[config.mk]
export PLATFORM = sky130hd
export DESIGN_NAME = match_capture_counter_timer
export DESIGN_NICKNAME = d
export VERILOG_FILES = /design/src/design/mct_pkg.sv /design/src/design/cap_edge.sv /design/src/design/match_pin.sv /design/src/design/match_capture_counter_timer.sv
export SDC_FILE = /design/constraint.sdc
export NUM_CORES = 1
export LEC_CHECK = 0
export BUFFER_PORTS_ARGS = -buffer_cell sky130_fd_sc_hd__buf_2
export CORE_AREA = 2 2 320 164
export CTS_CLUSTER_DIAMETER = 100
export DETAILED_ROUTE_END_ITERATION = 10
export DIE_AREA = 0 0 322 166
export HOLD_SLACK_MARGIN = 0.1
export SYNTH_ARGS = -nofsm -noshare
export SYNTH_HDL_FRONTEND = slang
export SYNTH_HIERARCHICAL = 1
export SYNTH_SLANG_ARGS = --single-unit
[constraint.sdc]
create_clock -name clk -period 34.3 [get_ports clk]
set_input_delay 6.86 -clock clk [delete_from_list [all_inputs] [get_ports clk]]
set_output_delay 6.86 -clock clk [all_outputs]
set_load 0.05 [all_outputs]
[src/design/mct_pkg.sv]
// constants and helpers shared by the counter/timer design
package mct_pkg;

	localparam int NUM_MATCH = 4;
	localparam int NUM_CAP   = 2;
	localparam int ADDR_W    = 8;

	localparam logic [ADDR_W-1:0] OFS_CTRL     = 8'h00;
	localparam logic [ADDR_W-1:0] OFS_COUNT    = 8'h04;
	localparam logic [ADDR_W-1:0] OFS_PRESC    = 8'h08;
	localparam logic [ADDR_W-1:0] OFS_PCNT     = 8'h0c;
	localparam logic [ADDR_W-1:0] OFS_MCTRL    = 8'h10;
	localparam logic [ADDR_W-1:0] OFS_MATCH0   = 8'h14;
	localparam logic [ADDR_W-1:0] OFS_CCTRL    = 8'h24;
	localparam logic [ADDR_W-1:0] OFS_CAP0     = 8'h28;
	localparam logic [ADDR_W-1:0] OFS_EMCTRL   = 8'h30;
	localparam logic [ADDR_W-1:0] OFS_EMOUT    = 8'h34;
	localparam logic [ADDR_W-1:0] OFS_IRQ_STAT = 8'h38;
	localparam logic [ADDR_W-1:0] OFS_IRQ_MASK = 8'h3c;

	// control register fields
	localparam int CTRL_EN   = 0;
	localparam int CTRL_HOLD = 1;
	localparam int CTRL_MODE = 2;
	localparam int CTRL_EDGE = 3;
	localparam int CTRL_SRC  = 5;
	localparam int CTRL_W    = 6;

	// match control: three bits per match
	localparam int MC_INT    = 0;
	localparam int MC_RST    = 1;
	localparam int MC_STOP   = 2;
	localparam int MC_STRIDE = 3;

	// capture control: three bits per channel, then clear select
	localparam int CC_RISE   = 0;
	localparam int CC_INT    = 2;
	localparam int CC_STRIDE = 3;
	localparam int CC_CLR_EN = 6;
	localparam int CC_CLR_SEL = 7;

	// interrupt status layout
	localparam int IRQ_CAP = 4;
	localparam int IRQ_W   = 6;

	localparam logic [31:0] RST_VAL = 32'h0000_0000;

	typedef enum logic [1:0] {
		EM_NONE   = 2'b00,
		EM_LOW    = 2'b01,
		EM_HIGH   = 2'b10,
		EM_TOGGLE = 2'b11
	} em_act_e;

	function automatic logic [ADDR_W-1:0] reg_ofs(
		input logic [ADDR_W-1:0] base,
		input int                idx
	);
		return base + ADDR_W'(4 * idx);
	endfunction

endpackage

[src/design/cap_edge.sv]
// pin synchroniser with rise and fall pulses
`timescale 1ns/1ps
module cap_edge
(
	input  wire logic clk,
	input  wire logic rst_n,
	input  wire logic pin,
	output logic      rise,
	output logic      fall
);
	logic s1_q;
	logic s2_q;
	logic s3_q;

	always_ff @(posedge clk or negedge rst_n)
	begin
		if (!rst_n)
		begin
			s1_q <= 1'b0;
			s2_q <= 1'b0;
			s3_q <= 1'b0;
		end
		else
		begin
			s1_q <= pin;
			s2_q <= s1_q;
			s3_q <= s2_q;
		end
	end

	assign rise = s2_q & ~s3_q;
	assign fall = ~s2_q & s3_q;
endmodule

[src/design/match_pin.sv]
// one external match output with its match action
`timescale 1ns/1ps
module match_pin
	import mct_pkg::*;
(
	input  wire logic    clk,
	input  wire logic    rst_n,
	input  wire logic    hit,
	input  em_act_e      act,
	input  wire logic    wr,
	input  wire logic    wval,
	output logic         pin
);
	logic pin_q;

	always_ff @(posedge clk or negedge rst_n)
	begin
		if (!rst_n)
			pin_q <= 1'b0;
		else if (hit)
		begin
			unique case (act)
				EM_NONE:   pin_q <= pin_q;
				EM_LOW:    pin_q <= 1'b0;
				EM_HIGH:   pin_q <= 1'b1;
				EM_TOGGLE: pin_q <= ~pin_q;
			endcase
		end
		else if (wr)
			pin_q <= wval;
	end

	assign pin = pin_q;
endmodule

[src/design/match_capture_counter_timer.sv]
// counter/timer with prescaler, four matches and two captures
`timescale 1ns/1ps
// Notes on behaviour
// the block is built four times, twice 32 bits wide and twice 16 bits.
// in timer mode the counter advances on clock cycles via the prescaler.
// the prescaler is programmable and as wide as the counter.
// a counter mode counts edges of a selected input instead of clocks.
// four match values are compared; a plain match runs on, may interrupt.
// a match set to stop halts the counter at the match value.
// a match set to reset returns the counter to zero.
// each match drives an output that goes low, high, toggles or holds.
// two capture channels copy the count on a transition of their input.
// a capture may raise an interrupt when enabled for that channel.
// a chosen capture event may clear both the counter and the prescaler.
// the prescaler steps each enabled clock, or each selected edge in counter mode, and on its limit wraps and ticks.
module match_capture_counter_timer
	import mct_pkg::*;
#(
	parameter int WIDTH = 32
)
(
	input  wire logic                 clk,
	input  wire logic                 rst_n,
	input  wire logic [ADDR_W-1:0]    addr,
	input  wire logic [31:0]          wdata,
	input  wire logic                 wr,
	input  wire logic                 rd,
	output logic      [31:0]          rdata,
	input  wire logic [NUM_CAP-1:0]   cap_in,
	output logic      [NUM_MATCH-1:0] match_out,
	output logic                      irq
);

	function automatic logic edge_hit(
		input logic       r,
		input logic       f,
		input logic [1:0] sel
	);
		return (r & sel[0]) | (f & sel[1]);
	endfunction

	logic                rs1_q;
	logic                rsn;
	logic [CTRL_W-1:0]   ctrl_q;
	logic [WIDTH-1:0]    tc_q;
	logic [WIDTH-1:0]    pr_q;
	logic [WIDTH-1:0]    pc_q;
	logic [11:0]         mctrl_q;
	logic [WIDTH-1:0]    mr_q [NUM_MATCH];
	logic [7:0]          cctrl_q;
	logic [WIDTH-1:0]    cap_q [NUM_CAP];
	logic [7:0]          emctrl_q;
	logic [IRQ_W-1:0]    stat_q;
	logic [IRQ_W-1:0]    mask_q;
	logic [31:0]         rdata_q;
	logic [31:0]         rmux;
	logic [NUM_CAP-1:0]  rise;
	logic [NUM_CAP-1:0]  fall;
	logic [NUM_CAP-1:0]  cap_evt;
	logic [NUM_MATCH-1:0] hit;
	logic [NUM_MATCH-1:0] hit_rst;
	logic [NUM_MATCH-1:0] hit_stop;
	logic [NUM_MATCH-1:0] hit_int;
	logic [IRQ_W-1:0]    stat_set;
	logic                count_ev;
	logic                en;
	logic                hold;
	logic                step;
	logic                tick;
	logic                any_rst;
	logic                any_stop;
	logic                clr;
	logic                wr_ctrl;
	logic                wr_count;
	logic                wr_pcnt;
	logic                wr_emout;
	logic                rd_stat;

	// reset release
	always_ff @(posedge clk or negedge rst_n)
	begin
		if (!rst_n)
		begin
			rs1_q <= 1'b0;
			rsn   <= 1'b0;
		end
		else
		begin
			rs1_q <= 1'b1;
			rsn   <= rs1_q;
		end
	end

	// capture pins
	for (genvar c = 0; c < NUM_CAP; c++)
	begin : g_cap
		cap_edge u_edge (
			.clk   (clk),
			.rst_n (rsn),
			.pin   (cap_in[c]),
			.rise  (rise[c]),
			.fall  (fall[c])
		);
		assign cap_evt[c] = edge_hit(rise[c], fall[c],
			cctrl_q[c*CC_STRIDE+CC_RISE +: 2]);
	end

	// write decode and status read decode
	assign wr_ctrl  = wr && addr == OFS_CTRL;
	assign wr_count = wr && addr == OFS_COUNT;
	assign wr_pcnt  = wr && addr == OFS_PCNT;
	assign wr_emout = wr && addr == OFS_EMOUT;
	assign rd_stat  = rd && addr == OFS_IRQ_STAT;

	// count stepping
	assign en   = ctrl_q[CTRL_EN];
	assign hold = ctrl_q[CTRL_HOLD];
	assign count_ev = edge_hit(rise[ctrl_q[CTRL_SRC]],
		fall[ctrl_q[CTRL_SRC]], ctrl_q[CTRL_EDGE +: 2]);
	assign step = en && !hold
		&& (ctrl_q[CTRL_MODE] ? count_ev : 1'b1);
	assign tick = step && pc_q == pr_q;

	// match compare
	for (genvar i = 0; i < NUM_MATCH; i++)
	begin : g_match
		assign hit[i]      = tick && tc_q == mr_q[i];
		assign hit_int[i]  = hit[i] && mctrl_q[i*MC_STRIDE+MC_INT];
		assign hit_rst[i]  = hit[i] && mctrl_q[i*MC_STRIDE+MC_RST];
		assign hit_stop[i] = hit[i] && mctrl_q[i*MC_STRIDE+MC_STOP];

		match_pin u_pin (
			.clk   (clk),
			.rst_n (rsn),
			.hit   (hit[i]),
			.act   (em_act_e'(emctrl_q[2*i +: 2])),
			.wr    (wr_emout),
			.wval  (wdata[i]),
			.pin   (match_out[i])
		);
	end

	assign any_rst  = |hit_rst;
	assign any_stop = |hit_stop;
	assign clr = cctrl_q[CC_CLR_EN]
		&& cap_evt[cctrl_q[CC_CLR_SEL]];

	// control, stop on match clears enable
	always_ff @(posedge clk or negedge rsn)
	begin
		if (!rsn)
			ctrl_q <= RST_VAL[CTRL_W-1:0];
		else if (any_stop)
			ctrl_q[CTRL_EN] <= 1'b0;
		else if (wr_ctrl)
			ctrl_q <= wdata[CTRL_W-1:0];
	end

	// main counter
	always_ff @(posedge clk or negedge rsn)
	begin
		if (!rsn)
			tc_q <= RST_VAL[WIDTH-1:0];
		else if (wr_count)
			tc_q <= wdata[WIDTH-1:0];
		else if (clr || hold)
			tc_q <= '0;
		else if (tick)
		begin
			if (any_rst)
				tc_q <= '0;
			else if (any_stop)
				tc_q <= tc_q;
			else
				tc_q <= tc_q + 1'b1;
		end
	end

	// prescale counter
	always_ff @(posedge clk or negedge rsn)
	begin
		if (!rsn)
			pc_q <= RST_VAL[WIDTH-1:0];
		else if (wr_pcnt)
			pc_q <= wdata[WIDTH-1:0];
		else if (clr || hold)
			pc_q <= '0;
		else if (tick)
			pc_q <= '0;
		else if (step)
			pc_q <= pc_q + 1'b1;
	end

	// configuration registers
	always_ff @(posedge clk or negedge rsn)
	begin
		if (!rsn)
		begin
			pr_q     <= RST_VAL[WIDTH-1:0];
			mctrl_q  <= RST_VAL[11:0];
			cctrl_q  <= RST_VAL[7:0];
			emctrl_q <= RST_VAL[7:0];
			mask_q   <= RST_VAL[IRQ_W-1:0];
		end
		else if (wr)
		begin
			if (addr == OFS_PRESC)
				pr_q <= wdata[WIDTH-1:0];
			if (addr == OFS_MCTRL)
				mctrl_q <= wdata[11:0];
			if (addr == OFS_CCTRL)
				cctrl_q <= wdata[7:0];
			if (addr == OFS_EMCTRL)
				emctrl_q <= wdata[7:0];
			if (addr == OFS_IRQ_MASK)
				mask_q <= wdata[IRQ_W-1:0];
		end
	end

	// match values
	always_ff @(posedge clk or negedge rsn)
	begin
		if (!rsn)
		begin
			for (int i = 0; i < NUM_MATCH; i++)
				mr_q[i] <= RST_VAL[WIDTH-1:0];
		end
		else
		begin
			for (int i = 0; i < NUM_MATCH; i++)
				if (wr && addr == reg_ofs(OFS_MATCH0, i))
					mr_q[i] <= wdata[WIDTH-1:0];
		end
	end

	// capture registers
	always_ff @(posedge clk or negedge rsn)
	begin
		if (!rsn)
		begin
			for (int c = 0; c < NUM_CAP; c++)
				cap_q[c] <= RST_VAL[WIDTH-1:0];
		end
		else
		begin
			for (int c = 0; c < NUM_CAP; c++)
				if (cap_evt[c])
					cap_q[c] <= tc_q;
		end
	end

	// sticky status, set wins over read clear
	always_comb
	begin
		stat_set = '0;
		stat_set[NUM_MATCH-1:0] = hit_int;
		for (int c = 0; c < NUM_CAP; c++)
			stat_set[IRQ_CAP+c] = cap_evt[c]
				&& cctrl_q[c*CC_STRIDE+CC_INT];
	end

	always_ff @(posedge clk or negedge rsn)
	begin
		if (!rsn)
			stat_q <= RST_VAL[IRQ_W-1:0];
		else
			stat_q <= (rd_stat ? '0 : stat_q) | stat_set;
	end

	assign irq = |(stat_q & mask_q);

	// read mux
	always_comb
	begin
		rmux = '0;
		case (addr)
			OFS_CTRL:     rmux = 32'(ctrl_q);
			OFS_COUNT:    rmux = 32'(tc_q);
			OFS_PRESC:    rmux = 32'(pr_q);
			OFS_PCNT:     rmux = 32'(pc_q);
			OFS_MCTRL:    rmux = 32'(mctrl_q);
			OFS_CCTRL:    rmux = 32'(cctrl_q);
			OFS_EMCTRL:   rmux = 32'(emctrl_q);
			OFS_EMOUT:    rmux = 32'(match_out);
			OFS_IRQ_STAT: rmux = 32'(stat_q);
			OFS_IRQ_MASK: rmux = 32'(mask_q);
			default:      rmux = '0;
		endcase
		for (int i = 0; i < NUM_MATCH; i++)
			if (addr == reg_ofs(OFS_MATCH0, i))
				rmux = 32'(mr_q[i]);
		for (int c = 0; c < NUM_CAP; c++)
			if (addr == reg_ofs(OFS_CAP0, c))
				rmux = 32'(cap_q[c]);
	end

	// read data only in the cycle after the strobe
	always_ff @(posedge clk or negedge rsn)
	begin
		if (!rsn)
			rdata_q <= RST_VAL;
		else
			rdata_q <= rd ? rmux : '0;
	end

	assign rdata = rdata_q;
endmodule

Yosys cells after proc, flatten, opt, wreduce, memory -nomap -nowiden --
Index checks and enable logic that the tools add are counted.
Cells by class: add/subtract/negate cells 2, muxes and demuxes 39, reductions and logical operators 59, equality and inequality tests 37, bitwise gates (word level) 24, $lt $le $gt $ge 2
Operators by type and width (number):
- $mux W32 | 16
- $pmux W32 S10 | 1
- $eq A32 B32 Y1 | 5
- $add A32 B1 Y32 const B | 2
- $eq A8 B6 Y1 const B | 8
- $eq A8 B5 Y1 const B | 4
- $logic_and A1 B1 Y1 | 31
- $reduce_and A2 Y1 | 11
- $mux W1 | 17
- $eq A2 B2 Y1 const B | 8
- $eq A8 B4 Y1 const B | 2
- $pmux W1 S3 | 4
- $and A1 B1 Y1 | 10
- $reduce_bool A2 Y1 | 5
- $not A1 Y1 | 9
- $eq A2 B1 Y1 const B | 4
- $eq A8 B3 Y1 const B | 1
- $logic_not A2 Y1 | 4
- $logic_not A8 Y1 | 1
- $ne A2 B2 Y1 const B | 4
- $reduce_or A4 Y1 | 2
- $and A6 B6 Y6 | 1
- $mux W6 | 1
- $or A6 B6 Y6 | 1
- 8 further kinds | 11
Storage, ports and cells: input bits 46, register bits after elaboration 378

Logic depth before layout (Yosys ltp) --
word-level depth 17, gate-level depth with buffers 11, gate-level depth less buffers 10

By module --
The synthesis kept the hierarchy.
Modules (own cells, without submodules):
- match_capture_counter_timer | cells an instance 1871, times used 1, area each 19572.5 um2, sequential area each 9208.8 um2
- match_pin | cells an instance 7, times used 4, area each 66.3 um2, sequential area each 25.0 um2
- cap_edge | cells an instance 5, times used 2, area each 90.1 um2, sequential area each 75.1 um2

Least setup slack after synthesis --
Ideal clock, no wire load.
kind input to register, from in addr[1], to reg mr_q[85] (netlist name), setup time 0.127 ns, data arrival time 8.518 ns, slack 25.655 ns, required time 34.173 ns, cell stages on the path 6, cells stage by stage nor4b_2 and2_1 buf_2 nand2_1 buf_1 mux2_1
On the way: cells in the longest elaborated chain, start to end 2
RTL lines:
- from (decl) | RTL line match_capture_counter_timer.sv:24 | input wire logic [ADDR_W-1:0] addr,
- $eq A8 B5 Y1 | RTL line match_capture_counter_timer.sv:231 | if (wr && addr == reg_ofs(OFS_MATCH0, i))
- $logic_and A1 B1 Y1 | RTL line match_capture_counter_timer.sv:231
- to (signal, indexed assignment) | RTL line match_capture_counter_timer.sv:226 | mr_q[i] <= RST_VAL[WIDTH-1:0];
- to (signal, indexed assignment) | RTL line match_capture_counter_timer.sv:232 | mr_q[i] <= wdata[WIDTH-1:0];
- to (decl) | RTL line match_capture_counter_timer.sv:49 | logic [WIDTH-1:0] mr_q [NUM_MATCH];
No other way between the ends. A chain may end at the register's enable or synchronous reset.

Worst setup path in the final report --
from in addr[1], to reg tc_q[19]
On the way: cells in the longest elaborated chain, start to end 4
RTL lines:
- $eq A8 B3 Y1 * | RTL line match_capture_counter_timer.sv:110 | assign wr_count = wr && addr == OFS_COUNT;
- $logic_and A1 B1 Y1 * | RTL line match_capture_counter_timer.sv:110
- $ne A4 B2 Y1 (no line) / $reduce_bool A3 Y1 (equally long branches)
- $reduce_and A2 Y1 (no line)
- to (signal assigned) | RTL line match_capture_counter_timer.sv:163 | tc_q <= RST_VAL[WIDTH-1:0];
- to (signal assigned) | RTL line match_capture_counter_timer.sv:165 | tc_q <= wdata[WIDTH-1:0];
- to (signal assigned) | RTL line match_capture_counter_timer.sv:173 | tc_q <= tc_q;
- to (decl) | RTL line match_capture_counter_timer.sv:45 | logic [WIDTH-1:0] tc_q;
Every way passes the cells marked *; elsewhere a longest branch is shown, timed or not.

==> impl_metrics.py <==
metrics = {
    "status": {
        "status": "complete, no violations",
    },
    "sta": {
        "slew_violations": 0,
        "fmax_mhz": 104,
        "finalSetupTns_ns": 0,
        "rsz0062_at_grt": "no",
        "period_share_pct": 28.1,
        "clock_skew_ns": 0.0131,
        "setup_violations": 0,
        "hold_viol": 0,
        "slew_headroom_pct": 19.5,
        "worst_pin_slew_ns": 1.21,
        "fin_crit_ns": 9.62,
    },
    "die": {
        "dieHeight_um": 166,
        "die_w_um": 322,
        "num_rows": 59,
        "io-pin-count": 83,
        "coreArea_um2": 50900,
        "dieArea_um2": 53500,
        "floorplan.initialDensity_pct": 39.3,
    },
    "grt": {
        "grt_pass1_vias": 15800,
        "grt_max_degree": 185,
        "grt_pass1_wl_um": 112000,
        "grt-ovfl-total": 0,
        "antenna_found_initial": 2,
        "grt_usage_pct": 28.8,
    },
    "drt": {
        "drtPass1Iterations": 8,
        "via_per_inst": 6.44,
        "drtIter0Drc": 2601,
        "drc": 0,
        "wl_per_cell_um": 29.8,
        "wl_um": 77100,
        "drtAntennaViolNets": 0,
        "vias": 16700,
    },
    "setup_path": {
        "reg2reg_slack_ns": 29.84,
        "r2r-end": "tc_q[19]",
        "startpoint": "addr[1]",
        "cp_max_fo": 33,
        "critPathCaptureType": "flip-flop",
        "rr_startpoint": "g_cap[0].u_edge/s2_q",
        "cp_cell_sequence": "buf_2, nor4b_4, and3_1, buf_4, nor2_1, nand2_1, nand2_1, o311ai_0, a21oi_1",
        "setup.worst_path.start_class": "input pin",
        "max_stage_delay_ns": 0.61,
        "critPathRequiredTime_ns": 34.73,
        "cp_slowest_cell": "nor4b_4",
        "crit_arrival_ns": 10.05,
        "path_common_cell": "nand2_1",
        "reg2reg_depth": 9,
        "critical_path_class": "input pin to flip-flop",
    },
    "power_and_ir_drop": {
        "p_int_mw": 0.730,
        "combinationalPowerShare_pct": 10.5,
        "ir_drop_mv": 0.0324,
        "power.total_mw": 1.02,
        "pwr-share-clk_pct": 40.4,
        "switching_share_pct": 28.3,
        "powerDensity_nw_per_um2": 46.5,
        "p_leak_nw": 9.69,
        "power_frac_seq_pct": 49.1,
        "power.switching_mw": 0.288,
    },
    "final_layout": {
        "nNetsFinal": 1941,
        "drive_gt1_share_pct": 21.9,
        "area_growth_pct": 9.44,
        "fin_util_pct": 43.0,
        "n_antenna_cell": 0,
    },
    "clocking": {
        "htree_levels": 2,
        "clk_pin_slew_ns": 0.06,
        "cts_setup_buffers": 0,
        "cts_buffers": 37,
        "cts_sinks": 378,
        "clkLatencyLatePin_ns": 0.56,
        "cts_hold_buf": 0,
        "clk_path_buf_depth": 3,
        "cts_tree": "yes",
        "cts-resized-gates": 0,
        "root_buffer": "clkbuf_16",
    },
    "logic_synthesis": {
        "yosysWarnings": 6,
        "synth_top_family_by_area": "compound AO/OA/AOI/OAI gates",
        "syn_inst": 1909,
        "syn_area_um2": 20000,
        "synth.area.mux_share_pct": 14.8,
        "synth_simple_gate_area_share_pct": 12.0,
        "dominantRegCellSynth": "dfrtp_1",
        "synth_edf_count": 0,
        "ys_ff_latch": 378,
        "synth-compound-area-share_pct": 14.9,
        "synth_xor_area_share_pct": 7.00,
        "async_flop_share_pct": 100,
        "syn_avg_cell_area_um2": 10.5,
        "ys_seq_area_share_pct": 47.3,
        "syn_nets": 1957,
        "ys_types": 76,
        "synthAdderAreaFrac_pct": 0.125,
    },
    "run": {
        "drv_cap": 0,
    },
    "hold_path": {
        "hp-start": "rs1_q",
        "worstHoldPathType": "flip-flop to flip-flop",
        "hold_path_end": "rsn",
        "worstHoldPathCells": 0,
    },
    "placement": {
        "place_congestion": 0.981,
        "io_buffers": 82,
        "place_hpwl_um": 55800,
    },
}
## cell type report
type / count / area (µm²)
fillers: 4903 / 29000
well taps: 671 / 840
clock buffers: 56 / 1080
repair buffers: 108 / 618
inverters: 10 / 37.5
multi-input cells: 1358 / 9800
clock inverters: 8 / 67.6
flip-flops and latches: 378 / 9460
## Yosys cell counts (5+ instances only)
library cell | count | share of area [%]
o21ai_0 | 87 | 2.2
clkbuf_1 | 85 | 1.6
dfrtp_1 | 378 | 47
nand2_1 | 132 | 2.5
and3_1 | 26 | 0.81
xnor2_1 | 160 | 7.0
buf_4 | 9 | 0.34
a222oi_1 | 11 | 0.55
nor2_1 | 81 | 1.5
a21oi_1 | 168 | 4.2
o22ai_1 | 6 | 0.19
a31oi_1 | 47 | 1.5
nor4_1 | 12 | 0.38
nand3_1 | 54 | 1.4
o211ai_1 | 5 | 0.19
and2_1 | 15 | 0.47
a221oi_1 | 16 | 0.70
buf_1 | 18 | 0.34
nand4_1 | 55 | 1.7
a22o_1 | 16 | 0.70
nand2b_1 | 5 | 0.16
mux2_2 | 222 | 12
buf_2 | 48 | 1.2
a32oi_1 | 5 | 0.22
a22oi_1 | 60 | 2.3
mux2_1 | 41 | 2.3
inv_1 | 10 | 0.19
o21ai_1 | 26 | 0.65
nor3b_1 | 7 | 0.26
nor3_1 | 18 | 0.45
nor4_2 | 7 | 0.44
## placed cells by master (no fill, tap or decap), drive strengths merged, types with 6 or more instances in the layout
cell type,count
a21oi,168
a221oi,16
a222oi,11
a22o,16
a22oi,62
a31oi,48
and2,18
and3,27
buf,108
clkbuf,56
clkinv,6
dfrtp,378
inv,10
mux2,263
nand2,132
nand2b,9
nand3,55
nand4,56
nor2,82
nor3,19
nor3b,8
nor4,21
o21ai,117
o22ai,6
xnor2,160
## logic make-up after synthesis
| logic type | after synthesis |
|---|---|
| AOI/OAI and AO/OA | 481 |
| xor gates and xnor gates | 160 |
| adders and majority gates | 2 |
| buffers and inverters | 173 |
| DFF | 378 |
| muxes | 264 |
| other | 1 |
| and+or+nand+nor | 450 |
## routing by layer
metal / track usage, % / routed length (µm) / up-vias
li1: - / - / 6920
met1: 45.9 / 35800 / 8442
met2: 31.4 / 25800 / 1192
met3: 17.0 / 14300 / 113
met4: 4.75 / 1230 / 0
met5: 0 / 0 / -
## flip-flops by register name (all words and copies together), names as in the netlist
| register | count |
|---|---|
| mr_q | 128 |
| cap_q | 64 |
| pc_q | 32 |
| pr_q | 32 |
| rdata | 32 |
| tc_q | 32 |
| mctrl_q | 12 |
| cctrl_q | 8 |
| emctrl_q | 8 |
| ctrl_q | 6 |
| mask_q | 6 |
| stat_q | 6 |
| g_match.u_pin/pin | 4 |
| g_cap.u_edge/s1_q | 2 |
| g_cap.u_edge/s2_q | 2 |
| g_cap.u_edge/s3_q | 2 |
| rs1_q | 1 |
| rsn | 1 |
## how the worst max path moves through the flow
stage / to / cells past startpoint
global placement: tc_q[19] / 9
detailed placement: tc_q[19] / 9
global route: tc_q[19] / 9
finish: tc_q[19] / 9
CTS: tc_q[19] / 9
floorplan: cap_q[0] / 0
## critical path: cells and delay by family
| family | cells | cell delay, ns |
|---|---|---|
| compound gates | 2 | 0.55 |
| buf+inv | 2 | 0.52 |
| simple gates | 5 | 2.08 |
## power groups by stage
stage | clock network (mW) | registers, mW | logic (mW)
finish | 0.411 | 0.500 | 0.107
global route | 0.434 | 0.502 | 0.114
CTS | 0.415 | 0.498 | 0.105
detailed placement | 0 | 0.506 | 0.105
global placement | 0 | 0.505 | 0.103
floorplan | 0 | 0.494 | 0.0678
## stage by stage
step	worst slack, ns	area, µm²	cells	hold slack [ns]
3_5_place_dp	24.25	20800	2525	0.336
3_3_place_gp	24.26	20800	2525	0.336
5_1_grt	24.59	21900	2589	0.351
2_1_floorplan	22.98	20000	1909	0.331
6_report	24.68	21900	2589	0.349
4_1_cts	24.79	21900	2589	0.351
Note: power is estimated with default switching activity, not from simulation.
